**config.mk**
```make
export PLATFORM = sky130hd
export DESIGN_NAME = pbdsi_core
export DESIGN_NICKNAME = d
export VERILOG_FILES = /design/src/core/pbdsi_core.v
export VERILOG_INCLUDE_DIRS = /design/src /design/src/core
export SDC_FILE = /design/constraint.sdc
export NUM_CORES = 1
export LEC_CHECK = 0
export ABC_AREA = 0
export BUFFER_PORTS_ARGS = -buffer_cell sky130_fd_sc_hd__buf_4
export CAP_MARGIN = 20
export CELL_PAD_IN_SITES_DETAIL_PLACEMENT = 1
export CELL_PAD_IN_SITES_GLOBAL_PLACEMENT = 2
export CORE_ASPECT_RATIO = 1.75
export CORE_MARGIN = 3
export CORE_UTILIZATION = 30
export CTS_CLUSTER_DIAMETER = 60
export DETAILED_ROUTE_END_ITERATION = 10
export GPL_TIMING_DRIVEN = 1
export HOLD_SLACK_MARGIN = 0.02
export PLACE_DENSITY_LB_ADDON = 0.15
export SLEW_MARGIN = 20
export SYNTH_ARGS = -nofsm -noshare
export SYNTH_HDL_FRONTEND = slang
export SYNTH_SLANG_ARGS = --single-unit
```
**constraint.sdc**
```tcl
create_clock -name core_clk -period 11.49 [get_ports core_clk]
set_input_delay 1.7235 -clock core_clk [delete_from_list [all_inputs] [get_ports core_clk]]
set_output_delay 1.7235 -clock core_clk [all_outputs]
set_load 0.02 [all_outputs]
```
**src/core/pbdsi_consts.vh**
```
// Constants for the push button diagnostic and status block
`ifndef PBDSI_CONSTS_VH
`define PBDSI_CONSTS_VH

// Register byte offsets
`define PBDSI_REG_STD_IN     8'h00
`define PBDSI_REG_STD_OUT    8'h04
`define PBDSI_REG_SAFE_IN    8'h08
`define PBDSI_REG_SAFE_OUT   8'h0c
`define PBDSI_REG_ADDR_SET   8'h10
`define PBDSI_REG_ADDR_CFG   8'h14
`define PBDSI_REG_DIAG       8'h18
`define PBDSI_REG_IRQ_STAT   8'h1c
`define PBDSI_REG_IRQ_MASK   8'h20
`define PBDSI_REG_FW_CFG     8'h24
`define PBDSI_REG_FW_LOADED  8'h28

// Diagnostic status byte codes
`define PBDSI_DIAG_FAULT     8'h80
`define PBDSI_DIAG_NOLINK1   8'h01
`define PBDSI_DIAG_NOLINK2   8'h02

// Fault detail byte codes
`define PBDSI_FLT_CPU        8'h01
`define PBDSI_FLT_SAFE_CPU   8'h02
`define PBDSI_FLT_TEMP90     8'h04
`define PBDSI_FLT_TEMP95     8'h0c
`define PBDSI_FLT_OVERVOLT   8'h10
`define PBDSI_FLT_UNDERVOLT  8'h20

// Field positions
`define PBDSI_YELLOW_BIT     6
`define PBDSI_ESTOP_LAMP_BIT 7
`define PBDSI_SAFE_ESTOP0    0
`define PBDSI_SAFE_ESTOP1    1
`define PBDSI_SAFE_KEYSW0    2
`define PBDSI_SAFE_KEYSW1    3
`define PBDSI_SAFE_YELLOW    4
`define PBDSI_DIAG_FW_INFO   16
`define PBDSI_IRQ_FAULT      0
`define PBDSI_IRQ_LINK       1
`define PBDSI_IRQ_FW         2
`define PBDSI_IRQ_IDENT      3

// Reset values
`define PBDSI_STD_OUT_RST    16'h0000
`define PBDSI_SAFE_OUT_RST   24'h000000
`define PBDSI_ADDR_CFG_RST   16'h0000
`define PBDSI_FW_CFG_RST     16'h0000
`define PBDSI_IRQ_MASK_RST   4'h0

// Timing
`define PBDSI_CLK_NS         100
`define PBDSI_TICK_NS        1000000
`define PBDSI_TICK_CYC       (`PBDSI_TICK_NS / `PBDSI_CLK_NS)
`define PBDSI_FAST_MS        200
`define PBDSI_SLOW_MS        500

`endif

```
**src/core/pbdsi_core.v**
```verilog
// Push button station diagnostics, process image and LED indication
//
// Added by the designer: the address map and the APB interface to the registers.
`timescale 1ns/100ps
`include "pbdsi_consts.vh"

// Operation
// - Word shows address selected on switches
// - Word shows address from controller configuration
// - Any fault sets status 80h plus detail
// - Detail 01 main CPU, 02 safety CPU
// - Detail 04 above 90C, 0C above 95C
// - Detail 10 overvoltage, 20 undervoltage
// - Status bits 01/02 flag port link loss
// - No-link LEDs only when both links down
// - Zero address: LED1 200ms, LED6 500ms
// - Only highest priority error pattern shown
// - Identify blinks LEDs 1-5, overrides data
// - Firmware mismatch gives informational, non-error flag
// - Yellow button std bit 6, safe bit 4
// - E-stop safe bits 0-1, key switch 2-3
// - Two standard bytes each way, keys 1-9
// - Three safety bytes in and out
// - One diagnostic word in image
module pbdsi_core #(
  parameter ADDR_W   = 16,
  parameter FW_W     = 16,
  parameter TICK_CYC = `PBDSI_TICK_CYC
) (
  input  wire              core_clk,
  input  wire              reset,
  input  wire              psel,
  input  wire              penable,
  input  wire              pwrite,
  input  wire [7:0]        paddr,
  input  wire [31:0]       pwdata,
  output reg  [31:0]       prdata,
  output reg               pready,
  output reg               pslverr,
  input  wire [8:0]        key_pin,
  input  wire [1:0]        estop_pin,
  input  wire [1:0]        keysw_pin,
  input  wire [ADDR_W-1:0] addr_sw_pin,
  input  wire              cpu_fail,
  input  wire              safe_cpu_fail,
  input  wire              temp_90,
  input  wire              temp_95,
  input  wire              over_volt,
  input  wire              under_volt,
  input  wire              link1_down,
  input  wire              link2_down,
  input  wire              no_station_name,
  input  wire              no_data_exch,
  input  wire              link_general_err,
  input  wire              identify_req,
  input  wire [FW_W-1:0]   fw_loaded,
  output reg  [5:0]        led,
  output reg               yellow_lamp,
  output reg  [23:0]       safe_out,
  output reg               irq
);

  localparam SYNC_W = 25 + ADDR_W;
  localparam [2:0] PAT_DATA   = 3'h0;
  localparam [2:0] PAT_NOLINK = 3'h1;
  localparam [2:0] PAT_NONAME = 3'h2;
  localparam [2:0] PAT_NOXCHG = 3'h3;
  localparam [2:0] PAT_GENERR = 3'h4;
  localparam [2:0] PAT_ADRMIS = 3'h5;
  localparam [2:0] PAT_ADRZER = 3'h6;
  localparam [2:0] PAT_IDENT  = 3'h7;
  localparam [31:0] FAST_HALF = `PBDSI_FAST_MS / 2;
  localparam [31:0] SLOW_HALF = `PBDSI_SLOW_MS / 2;

  wire [SYNC_W-1:0] async_in;
  reg  [SYNC_W-1:0] sync1_q;
  reg  [SYNC_W-1:0] sync2_q;

  wire [8:0]        keys;
  wire [1:0]        estop;
  wire [1:0]        keysw;
  wire [ADDR_W-1:0] addr_set;
  wire              f_cpu;
  wire              f_scpu;
  wire              f_t90;
  wire              f_t95;
  wire              f_ov;
  wire              f_uv;
  wire              nolink1;
  wire              nolink2;
  wire              noname;
  wire              noxchg;
  wire              generr;
  wire              ident;

  reg  [15:0]       std_out_q;
  reg  [ADDR_W-1:0] addr_cfg_q;
  reg  [FW_W-1:0]   fw_cfg_q;
  reg  [3:0]        irq_stat_q;
  reg  [3:0]        irq_stat_d;
  reg  [3:0]        irq_mask_q;
  reg               fault_any_q;
  reg               link_any_q;
  reg               fw_info_q;
  reg               ident_q;

  reg  [31:0]       tick_cnt_q;
  reg               tick_q;
  reg  [31:0]       fast_cnt_q;
  reg  [31:0]       slow_cnt_q;
  reg               blink_fast_q;
  reg               blink_slow_q;

  reg  [7:0]        diag_status;
  reg  [7:0]        fault_detail;
  reg  [2:0]        pat_sel;
  reg  [5:0]        led_d;
  reg  [31:0]       rd_data;
  reg               rd_hit;

  wire [15:0]       std_in;
  wire [23:0]       safe_in;
  wire              fault_any;
  wire              link_any;
  wire              fw_info;
  wire              wr_en;
  wire [3:0]        events;

  // Pin inputs through two flip-flops
  assign async_in = {key_pin, estop_pin, keysw_pin, addr_sw_pin, cpu_fail, safe_cpu_fail,
                     temp_90, temp_95, over_volt, under_volt, link1_down, link2_down,
                     no_station_name, no_data_exch, link_general_err, identify_req};

  always @(posedge core_clk or posedge reset) begin
    if (reset) begin
      sync1_q <= {SYNC_W{1'b0}};
      sync2_q <= {SYNC_W{1'b0}};
    end else begin
      sync1_q <= async_in;
      sync2_q <= sync1_q;
    end
  end

  assign {keys, estop, keysw, addr_set, f_cpu, f_scpu, f_t90, f_t95, f_ov, f_uv,
          nolink1, nolink2, noname, noxchg, generr, ident} = sync2_q;

  assign std_in = {7'h00, keys};

  assign safe_in = {19'h00000, keys[`PBDSI_YELLOW_BIT], keysw[1], keysw[0],
                    estop[1], estop[0]};

  always @* begin
    fault_detail = 8'h00;
    if (f_cpu) begin
      fault_detail = fault_detail | `PBDSI_FLT_CPU;
    end
    if (f_scpu) begin
      fault_detail = fault_detail | `PBDSI_FLT_SAFE_CPU;
    end
    if (f_t95) begin
      fault_detail = fault_detail | `PBDSI_FLT_TEMP95;
    end else if (f_t90) begin
      fault_detail = fault_detail | `PBDSI_FLT_TEMP90;
    end
    if (f_ov) begin
      fault_detail = fault_detail | `PBDSI_FLT_OVERVOLT;
    end
    if (f_uv) begin
      fault_detail = fault_detail | `PBDSI_FLT_UNDERVOLT;
    end
    diag_status = 8'h00;
    if (fault_detail != 8'h00) begin
      diag_status = diag_status | `PBDSI_DIAG_FAULT;
    end
    if (nolink1) begin
      diag_status = diag_status | `PBDSI_DIAG_NOLINK1;
    end
    if (nolink2) begin
      diag_status = diag_status | `PBDSI_DIAG_NOLINK2;
    end
  end

  assign fault_any = (fault_detail != 8'h00);
  assign link_any  = nolink1 | nolink2;
  assign fw_info   = (fw_cfg_q != fw_loaded);

  always @(posedge core_clk or posedge reset) begin
    if (reset) begin
      tick_cnt_q <= 32'h00000000;
      tick_q     <= 1'b0;
    end else if (tick_cnt_q == TICK_CYC - 1) begin
      tick_cnt_q <= 32'h00000000;
      tick_q     <= 1'b1;
    end else begin
      tick_cnt_q <= tick_cnt_q + 32'h00000001;
      tick_q     <= 1'b0;
    end
  end

  always @(posedge core_clk or posedge reset) begin
    if (reset) begin
      fast_cnt_q   <= 32'h00000000;
      slow_cnt_q   <= 32'h00000000;
      blink_fast_q <= 1'b0;
      blink_slow_q <= 1'b0;
    end else if (tick_q) begin
      if (fast_cnt_q == FAST_HALF - 1) begin
        fast_cnt_q   <= 32'h00000000;
        blink_fast_q <= ~blink_fast_q;
      end else begin
        fast_cnt_q <= fast_cnt_q + 32'h00000001;
      end
      if (slow_cnt_q == SLOW_HALF - 1) begin
        slow_cnt_q   <= 32'h00000000;
        blink_slow_q <= ~blink_slow_q;
      end else begin
        slow_cnt_q <= slow_cnt_q + 32'h00000001;
      end
    end
  end

  always @* begin
    pat_sel = PAT_DATA;
    if (nolink1 & nolink2) begin
      pat_sel = PAT_NOLINK;
    end else if (noname) begin
      pat_sel = PAT_NONAME;
    end else if (noxchg) begin
      pat_sel = PAT_NOXCHG;
    end else if (generr) begin
      pat_sel = PAT_GENERR;
    end else if (addr_cfg_q != addr_set) begin
      pat_sel = PAT_ADRMIS;
    end else if (addr_cfg_q == {ADDR_W{1'b0}}) begin
      pat_sel = PAT_ADRZER;
    end else if (ident) begin
      pat_sel = PAT_IDENT;
    end
  end

  // LED pattern per selection, LED1 at bit 0
  always @* begin
    case (pat_sel)
      PAT_NOLINK: led_d = {5'h01, blink_fast_q};
      PAT_NONAME: led_d = {5'h02, blink_fast_q};
      PAT_NOXCHG: led_d = {5'h08, blink_fast_q};
      PAT_GENERR: led_d = {5'h04, blink_fast_q};
      PAT_ADRMIS: led_d = {blink_fast_q, 4'h0, blink_fast_q};
      PAT_ADRZER: led_d = {blink_slow_q, 4'h0, blink_fast_q};
      PAT_IDENT:  led_d = {1'b0, {5{blink_slow_q}}};
      PAT_DATA:   led_d = {std_out_q[`PBDSI_ESTOP_LAMP_BIT], std_out_q[4:0]};
      default:    led_d = 6'h00;
    endcase
  end

  // Register read decode
  always @* begin
    rd_data = 32'h00000000;
    rd_hit  = 1'b1;
    case (paddr)
      `PBDSI_REG_STD_IN:    rd_data = {16'h0000, std_in};
      `PBDSI_REG_STD_OUT:   rd_data = {16'h0000, std_out_q};
      `PBDSI_REG_SAFE_IN:   rd_data = {8'h00, safe_in};
      `PBDSI_REG_SAFE_OUT:  rd_data = {8'h00, safe_out};
      `PBDSI_REG_ADDR_SET:  rd_data = {{(32-ADDR_W){1'b0}}, addr_set};
      `PBDSI_REG_ADDR_CFG:  rd_data = {{(32-ADDR_W){1'b0}}, addr_cfg_q};
      `PBDSI_REG_DIAG:      rd_data = {15'h0000, fw_info_q, fault_detail, diag_status};
      `PBDSI_REG_IRQ_STAT:  rd_data = {28'h0000000, irq_stat_q};
      `PBDSI_REG_IRQ_MASK:  rd_data = {28'h0000000, irq_mask_q};
      `PBDSI_REG_FW_CFG:    rd_data = {{(32-FW_W){1'b0}}, fw_cfg_q};
      `PBDSI_REG_FW_LOADED: rd_data = {{(32-FW_W){1'b0}}, fw_loaded};
      default: begin
        rd_data = 32'h00000000;
        rd_hit  = 1'b0;
      end
    endcase
  end

  // APB answer one cycle after setup
  always @(posedge core_clk or posedge reset) begin
    if (reset) begin
      prdata  <= 32'h00000000;
      pready  <= 1'b0;
      pslverr <= 1'b0;
    end else begin
      pready  <= psel & ~penable;
      pslverr <= psel & ~penable & ~rd_hit;
      if (psel & ~penable & ~pwrite) begin
        prdata <= rd_data;
      end
    end
  end

  assign wr_en = psel & penable & pready & pwrite & ~pslverr;

  // Writable registers
  always @(posedge core_clk or posedge reset) begin
    if (reset) begin
      std_out_q  <= `PBDSI_STD_OUT_RST;
      safe_out   <= `PBDSI_SAFE_OUT_RST;
      addr_cfg_q <= `PBDSI_ADDR_CFG_RST;
      fw_cfg_q   <= `PBDSI_FW_CFG_RST;
      irq_mask_q <= `PBDSI_IRQ_MASK_RST;
    end else if (wr_en) begin
      case (paddr)
        `PBDSI_REG_STD_OUT:  std_out_q  <= pwdata[15:0];
        `PBDSI_REG_SAFE_OUT: safe_out   <= pwdata[23:0];
        `PBDSI_REG_ADDR_CFG: addr_cfg_q <= pwdata[ADDR_W-1:0];
        `PBDSI_REG_FW_CFG:   fw_cfg_q   <= pwdata[FW_W-1:0];
        `PBDSI_REG_IRQ_MASK: irq_mask_q <= pwdata[3:0];
        default:             irq_mask_q <= irq_mask_q;
      endcase
    end
  end

  // Rising edges of monitored conditions
  assign events = {ident & ~ident_q, fw_info & ~fw_info_q,
                   link_any & ~link_any_q, fault_any & ~fault_any_q};

  always @* begin
    irq_stat_d = irq_stat_q;
    if (wr_en && (paddr == `PBDSI_REG_IRQ_STAT)) begin
      irq_stat_d = irq_stat_q & ~pwdata[3:0];
    end
    irq_stat_d = irq_stat_d | events;
  end

  // Sticky status, outputs and edge history
  always @(posedge core_clk or posedge reset) begin
    if (reset) begin
      irq_stat_q  <= 4'h0;
      irq         <= 1'b0;
      fault_any_q <= 1'b0;
      link_any_q  <= 1'b0;
      fw_info_q   <= 1'b0;
      ident_q     <= 1'b0;
      led         <= 6'h00;
      yellow_lamp <= 1'b0;
    end else begin
      irq_stat_q  <= irq_stat_d;
      irq         <= |(irq_stat_d & irq_mask_q);
      fault_any_q <= fault_any;
      link_any_q  <= link_any;
      fw_info_q   <= fw_info;
      ident_q     <= ident;
      led         <= led_d;
      // yellow lamp from output bit 6
      yellow_lamp <= std_out_q[`PBDSI_YELLOW_BIT];
    end
  end

endmodule // pbdsi_core

```
* Yosys cells after proc, flatten, opt, wreduce, memory -nomap -nowiden *
Cells that the tools add are included.

storage, ports and cells
  bits in registers = 307
  bits in latches = 0
  memory bits (writable) = 0
  ROM bits = 0
  bits of input ports = 102
  output and inout bits = 66
  memories kept = 0

cells by class
  add/subtract/negate cells = 3
  multiply operators = 0
  div/mod/pow operators = 0
  order comparisons = 0
  equality and inequality tests = 22
  shifts and indexed selects = 0
  multiplexer cells = 24
  bitwise logic cells = 27
  reductions and logical operators = 14

operators by type and width
  kind                                                                count
  24-bit one-hot mux with 11 select lines                             1
  32-bit by 1-bit adder with 32-bit output (second input constant)    3
  32-bit two-way mux                                                  3
  6-bit one-hot mux with 8 select lines                               1
  32-bit by 14-bit == test with 1-bit output (second input constant)  1
  32-bit by 7-bit == test with 1-bit output (second input constant)   1
  32-bit by 8-bit == test with 1-bit output (second input constant)   1
  8-bit by 5-bit == test with 1-bit output (second input constant)    4
  16-bit != test                                                      2
  8-bit by 6-bit == test with 1-bit output (second input constant)    3
  3-bit two-way mux                                                   8
  8-bit by 4-bit == test with 1-bit output (second input constant)    2
  16-bit logical NOT                                                  1
  2-bit AND reduction                                                 7
  1-bit bitwise AND                                                   12
  3-bit == test (second input constant)                               4
  11-bit OR reduction                                                 1
  1-bit inverter                                                      10
  4-bit bitwise AND                                                   2
  8-bit by 3-bit == test with 1-bit output (second input constant)    1
  8-bit logical NOT                                                   1
  4-bit two-way mux                                                   2
  8-bit two-way mux                                                   1
  8-bit nonzero test                                                  1
  other kinds (12)                                                    17

* Depth between registers and ports, before layout *
  depth in word-level cells = 11
  gate-level depth with buffers = 8

* Worst setup path before layout *
OpenSTA, ideal clock, no wires.

  path type = input port to flip-flop
  from = in paddr[6]
  to = reg irq
  library setup time = 126 ps
  arrival time = 3401 ps
  path slack = 7963 ps
  cell stages on the path = 8
  path buffers = 2
  cells stage by stage = clkbuf_1 or4b_1 buf_2 nor4_4 nand2_1 a22o_1 a22o_1 a221o_1

on the way
  word-level cells in the longest chain between the ends = 6

ends and longest elaborated chain
  element                                   RTL line          RTL
  from (decl)                               pbdsi_core.v:35   input wire [7:0] paddr,
  8-bit by 5-bit == test with 1-bit output  -
  1-bit logical AND                         pbdsi_core.v:322  if (wr_en && (paddr == `PBDSI_REG_IRQ_STAT)) begin
  4-bit two-way mux                         pbdsi_core.v:322
  4-bit bitwise OR                          pbdsi_core.v:325  irq_stat_d = irq_stat_d | events;
  via irq_stat_d[0]                         pbdsi_core.v:100  reg [3:0] irq_stat_d;
  4-bit bitwise AND                         pbdsi_core.v:341  irq <= |(irq_stat_d & irq_mask_q);
  4-bit OR reduction                        pbdsi_core.v:341
  to (signal assigned)                      pbdsi_core.v:341
  to (decl)                                 pbdsi_core.v:60   output reg irq

The timed path passes the listed nets, and every way through them passes these cells.
A chain may end at the register's enable or synchronous reset.

* Worst setup path after layout *
  from = in paddr[4]
  to = reg fw_cfg_q[5]

on the way
  word-level cells in the longest chain between the ends = 2

ends and longest elaborated chain
  element                                   RTL line          RTL
  8-bit by 6-bit == test with 1-bit output  pbdsi_core.v:305  case (paddr)
  2-bit AND reduction (no line)             -
  to (signal assigned)                      pbdsi_core.v:302  fw_cfg_q <= `PBDSI_FW_CFG_RST;
  to (signal assigned)                      pbdsi_core.v:309  `PBDSI_REG_FW_CFG: fw_cfg_q <= pwdata[FW_W-1:0];
  to (decl)                                 pbdsi_core.v:98   reg [FW_W-1:0] fw_cfg_q;

No other way between the ends.

==> results.md <==
- Status: finished, final reports clean
- CTS Hold Buffers Added: 0
- Drt total wl: 38,370 um
- Initial antenna violation count: 0
- WS Path Type: primary input to flip-flop
- # DRC: 0
- First-pass DRT Iterations: 5
- CTS tree: yes
- Die H: 276.1 um
- Post-synthesis cell count: 1,040
- Worst-path fanout max: 26
- Largest net degree at the start of global routing: 111
- DRT iter0 DRCs: 285
- P_leak: 7.199 nW
- CP Data Required Time: 11.94 ns
- Initial Util: 30.45%
- Async S/R FF share, synth: 100.0%
- Chip Width: 160.4 um
- Register bit total from synthesis: 299
- Startpoint Class: primary input
- All-Layer GR Usage: 17.29%
- Fillers: 4,506
- Post-CTS Setup Inserts: 0
- Clk buf depth: 3
- Syn Std Cell Area: 0.01251 mm^2
- Hold Path Class: flip-flop to flip-flop
- DP HPWL: 28,420 um
- Critical Path End Type: flip-flop
- Routed wire per std cell: 21.55 um
- Reg2Reg Setup Slack: 8.42 ns
- Clk root buf: clkbuf_16
- Vias per cell: 4.899
- Worst VDD drop: 0.00008701 V
- Worst skew pair latency: 0.57 ns
- Vias in the first global route: 9,831
- Setup Total Neg Slack: 0 ns
- Unrepaired setup endpoints after global routing: false
- Area Growth Syn to Fin: 23.81%
- First-pass GRT wire length: 59,600 um
- Worst Setup SP: paddr[4]
- RD Place Congestion: 0.8230
- Tmin final: 4.169 ns
- I/O pin total: 168
- Placed Area: 0.01432 mm^2
- Max Cap Violations: 0
- CORE AREA: 0.04108 mm^2
- Number of buffers added on ports: 151
- Measured slew at the worst slew-check pin: 0.9477 ns
- Final nets: 1,312
- Fraction of layout cells with a size suffix above 1: 24.47%
- Rows: 98
- Worst-case reg-to-reg path depth: 5
- Worst-path cell chain: buf_4 -> or4b_1 -> nor2_2 -> nand2_1 -> mux2_1
- CTS clk-pin slew, worst paths: 0.06 ns
- Relative slew slack: 36.82%
- Design area: 0.01549 mm^2
- Synth warnings: 0
- Routed vias: 8,721
- Post-synth top area share: 59.81%
- Gr ovfl total: 0
- Die ar.: 0.04428 mm^2
- Mapped Avg Cell Area: 12.03 um^2
- CTS Buf Count: 30
- PwrDens: 154.0 mW/mm^2
- Max Slew Vio Count: 0
- Reg2Reg Capture Point: irq
- Post-CTS Resized: 0
- Antenna diodes: 0
- Unique masters post-synth: 66
- Final ANT Viol Nets: 0
- H-tree levels: 1
- R2R Path Start: fw_cfg_q[3]
- Post-Place Cells: 1,724
- Period utilization: 36.29%
- Worst Setup EP: fw_cfg_q[5]
- TritonCTS sink count: 299
- Final Hold Fails: 0
- Clock skew: 0.009218 ns
- Synth top area cells: dfrtp_1 60%, mux2_2 5.9%, xnor2_1 4.8%, xor2_1 3.8%, nand2_1 2.6%
- Sequential element share of the synthesized area: 59.81%
- Dominant cell type by area after synthesis: dfrtp_1
- Final setup viols: 0
- Top_reg_cell synth: dfrtp_1
- WP data arrival: 4.61 ns
- CP peak stage delay: 0.76 ns
- Max Clock Freq: 239.8 MHz
- Number of synthesized flops with an enable pin: 0
- Fin cells: 1,780
- CP max stage cell: nand2_1
- Hold slack: 0.3436 ns
## per-stage QoR
stage                     setup WS (ns)  util (%)  total power, mW
after detailed placement          6.732     34.85            1.249
after CTS                         7.322     37.71            2.431
after global placement            6.731     34.85            1.247
after global routing              7.254     37.71            2.479
final                             7.321     37.71            2.385
after floorplan                   1.506         -            1.171
## synthesized netlist by cell type, types with 4 or more instances
cell type / instances
dfrtp_1: 299
nand2_1: 87
nor2_1: 76
xnor2_1: 69
mux2_2: 65
xor2_1: 54
nand3_1: 46
nand4_1: 30
nor4_1: 29
inv_1: 22
and3_1: 21
o21ai_0: 16
a31oi_1: 15
clkbuf_1: 15
a21oi_1: 14
a22oi_1: 14
buf_2: 14
a22o_1: 12
a222oi_1: 11
mux2_1: 11
mux2i_1: 10
nor3_1: 10
buf_4: 8
a221oi_1: 7
nand2b_1: 7
nor4b_1: 7
and4_1: 6
and2_1: 5
ha_1: 4
## where the power goes
| part | switching [mW] | total (mW) | internal (mW) | leakage [nW] |
|---|---|---|---|---|
| clock network | 0.438 | 1.16 | 0.721 | 0.575 |
| registers | 0.0149 | 1.09 | 1.08 | 3.90 |
| logic | 0.0830 | 0.133 | 0.0499 | 2.72 |
| total | 0.536 | 2.39 | 1.85 | 7.20 |
## cell type report
| class | instances | area (um^2) | share of cell area, % |
|---|---|---|---|
| clock buffers | 37 | 838.3 | 5.412 |
| clock inverters | 19 | 335.3 | 2.165 |
| inverters | 22 | 90.09 | 0.5816 |
| multi-input cells | 687 | 4808 | 31.04 |
| flip-flops and latches | 299 | 7482 | 48.31 |
| well taps | 550 | 688.2 | 4.443 |
| repair buffers | 166 | 1246 | 8.046 |
## cell families (layout without fill, tap and decap cells)
| family | after synthesis | count (layout) | share of synthesized area (%) |
|---|---|---|---|
| AOI/OAI and AO/OA | 115 | 115 | 6.651 |
| other | 1 | 8 | 0.02998 |
| buffers and inverters | 61 | 244 | 2.270 |
| DFF | 299 | 299 | 59.81 |
| and+or+nand+nor | 351 | 351 | 14.58 |
| muxes | 86 | 86 | 7.642 |
| xor gates and xnor gates | 123 | 123 | 8.612 |
| adders and majority gates | 4 | 4 | 0.4001 |
## worst max-delay path, delay by kind of cell
| family | cells | cell delay [ns] |
|---|---|---|
| buf+inv | 1 | 0.23 |
| mux | 1 | 0.55 |
| simple gates | 3 | 2.09 |
## cells in the final DEF (no fill, tap or decap), drive strengths merged, types with 7 or more instances in the layout
cell    instances
o21ai          17
mux2           76
nand2b          7
dfrtp         299
nor3           11
a222oi         11
bufinv          9
a21oi          14
xor2           54
mux2i          10
nand4          30
a22oi          14
clkbuf         37
nor4           31
nand3          46
inv            24
nor4b           8
a22o           12
xnor2          69
a221oi          7
conb            8
nand2          88
nor2           80
buf           166
and3           21
a31oi          15
## registers in the layout, summed over array words and instances, names as in the netlist, 4 cells and up
register	flops
prdata	24
slow_cnt_q	32
std_out_q	16
sync1_q	41
led	6
sync2_q	41
tick_cnt_q	32
irq_stat_q	4
fast_cnt_q	32
safe_out	24
fw_cfg_q	16
addr_cfg_q	16
irq_mask_q	4
## how the worst min path moves through the flow
| stage | start | endpoint | slack, ns | cells after the start |
|---|---|---|---|---|
| after floorplan | sync1_q[0] | sync2_q[0] | 0.33 | 0 |
| after global placement | sync1_q[19] | sync2_q[19] | 0.33 | 0 |
| after detailed placement | sync1_q[14] | sync2_q[14] | 0.34 | 0 |
| after CTS | sync1_q[39] | sync2_q[39] | 0.35 | 0 |
| after global routing | sync1_q[33] | sync2_q[33] | 0.35 | 0 |
| final | sync1_q[29] | sync2_q[29] | 0.34 | 0 |
## layer usage
layer / global-route usage (%) / share of wire, % / up-vias
met5: 0 / 0 / -
met4: 5.813 / 3.1 / 0
met3: 2.294 / 3.4 / 46
met2: 33.18 / 55 / 176
met1: 19.39 / 38 / 4482
li1: - / - / 4017
No activity file was read; power rests on OpenSTA's default activity.
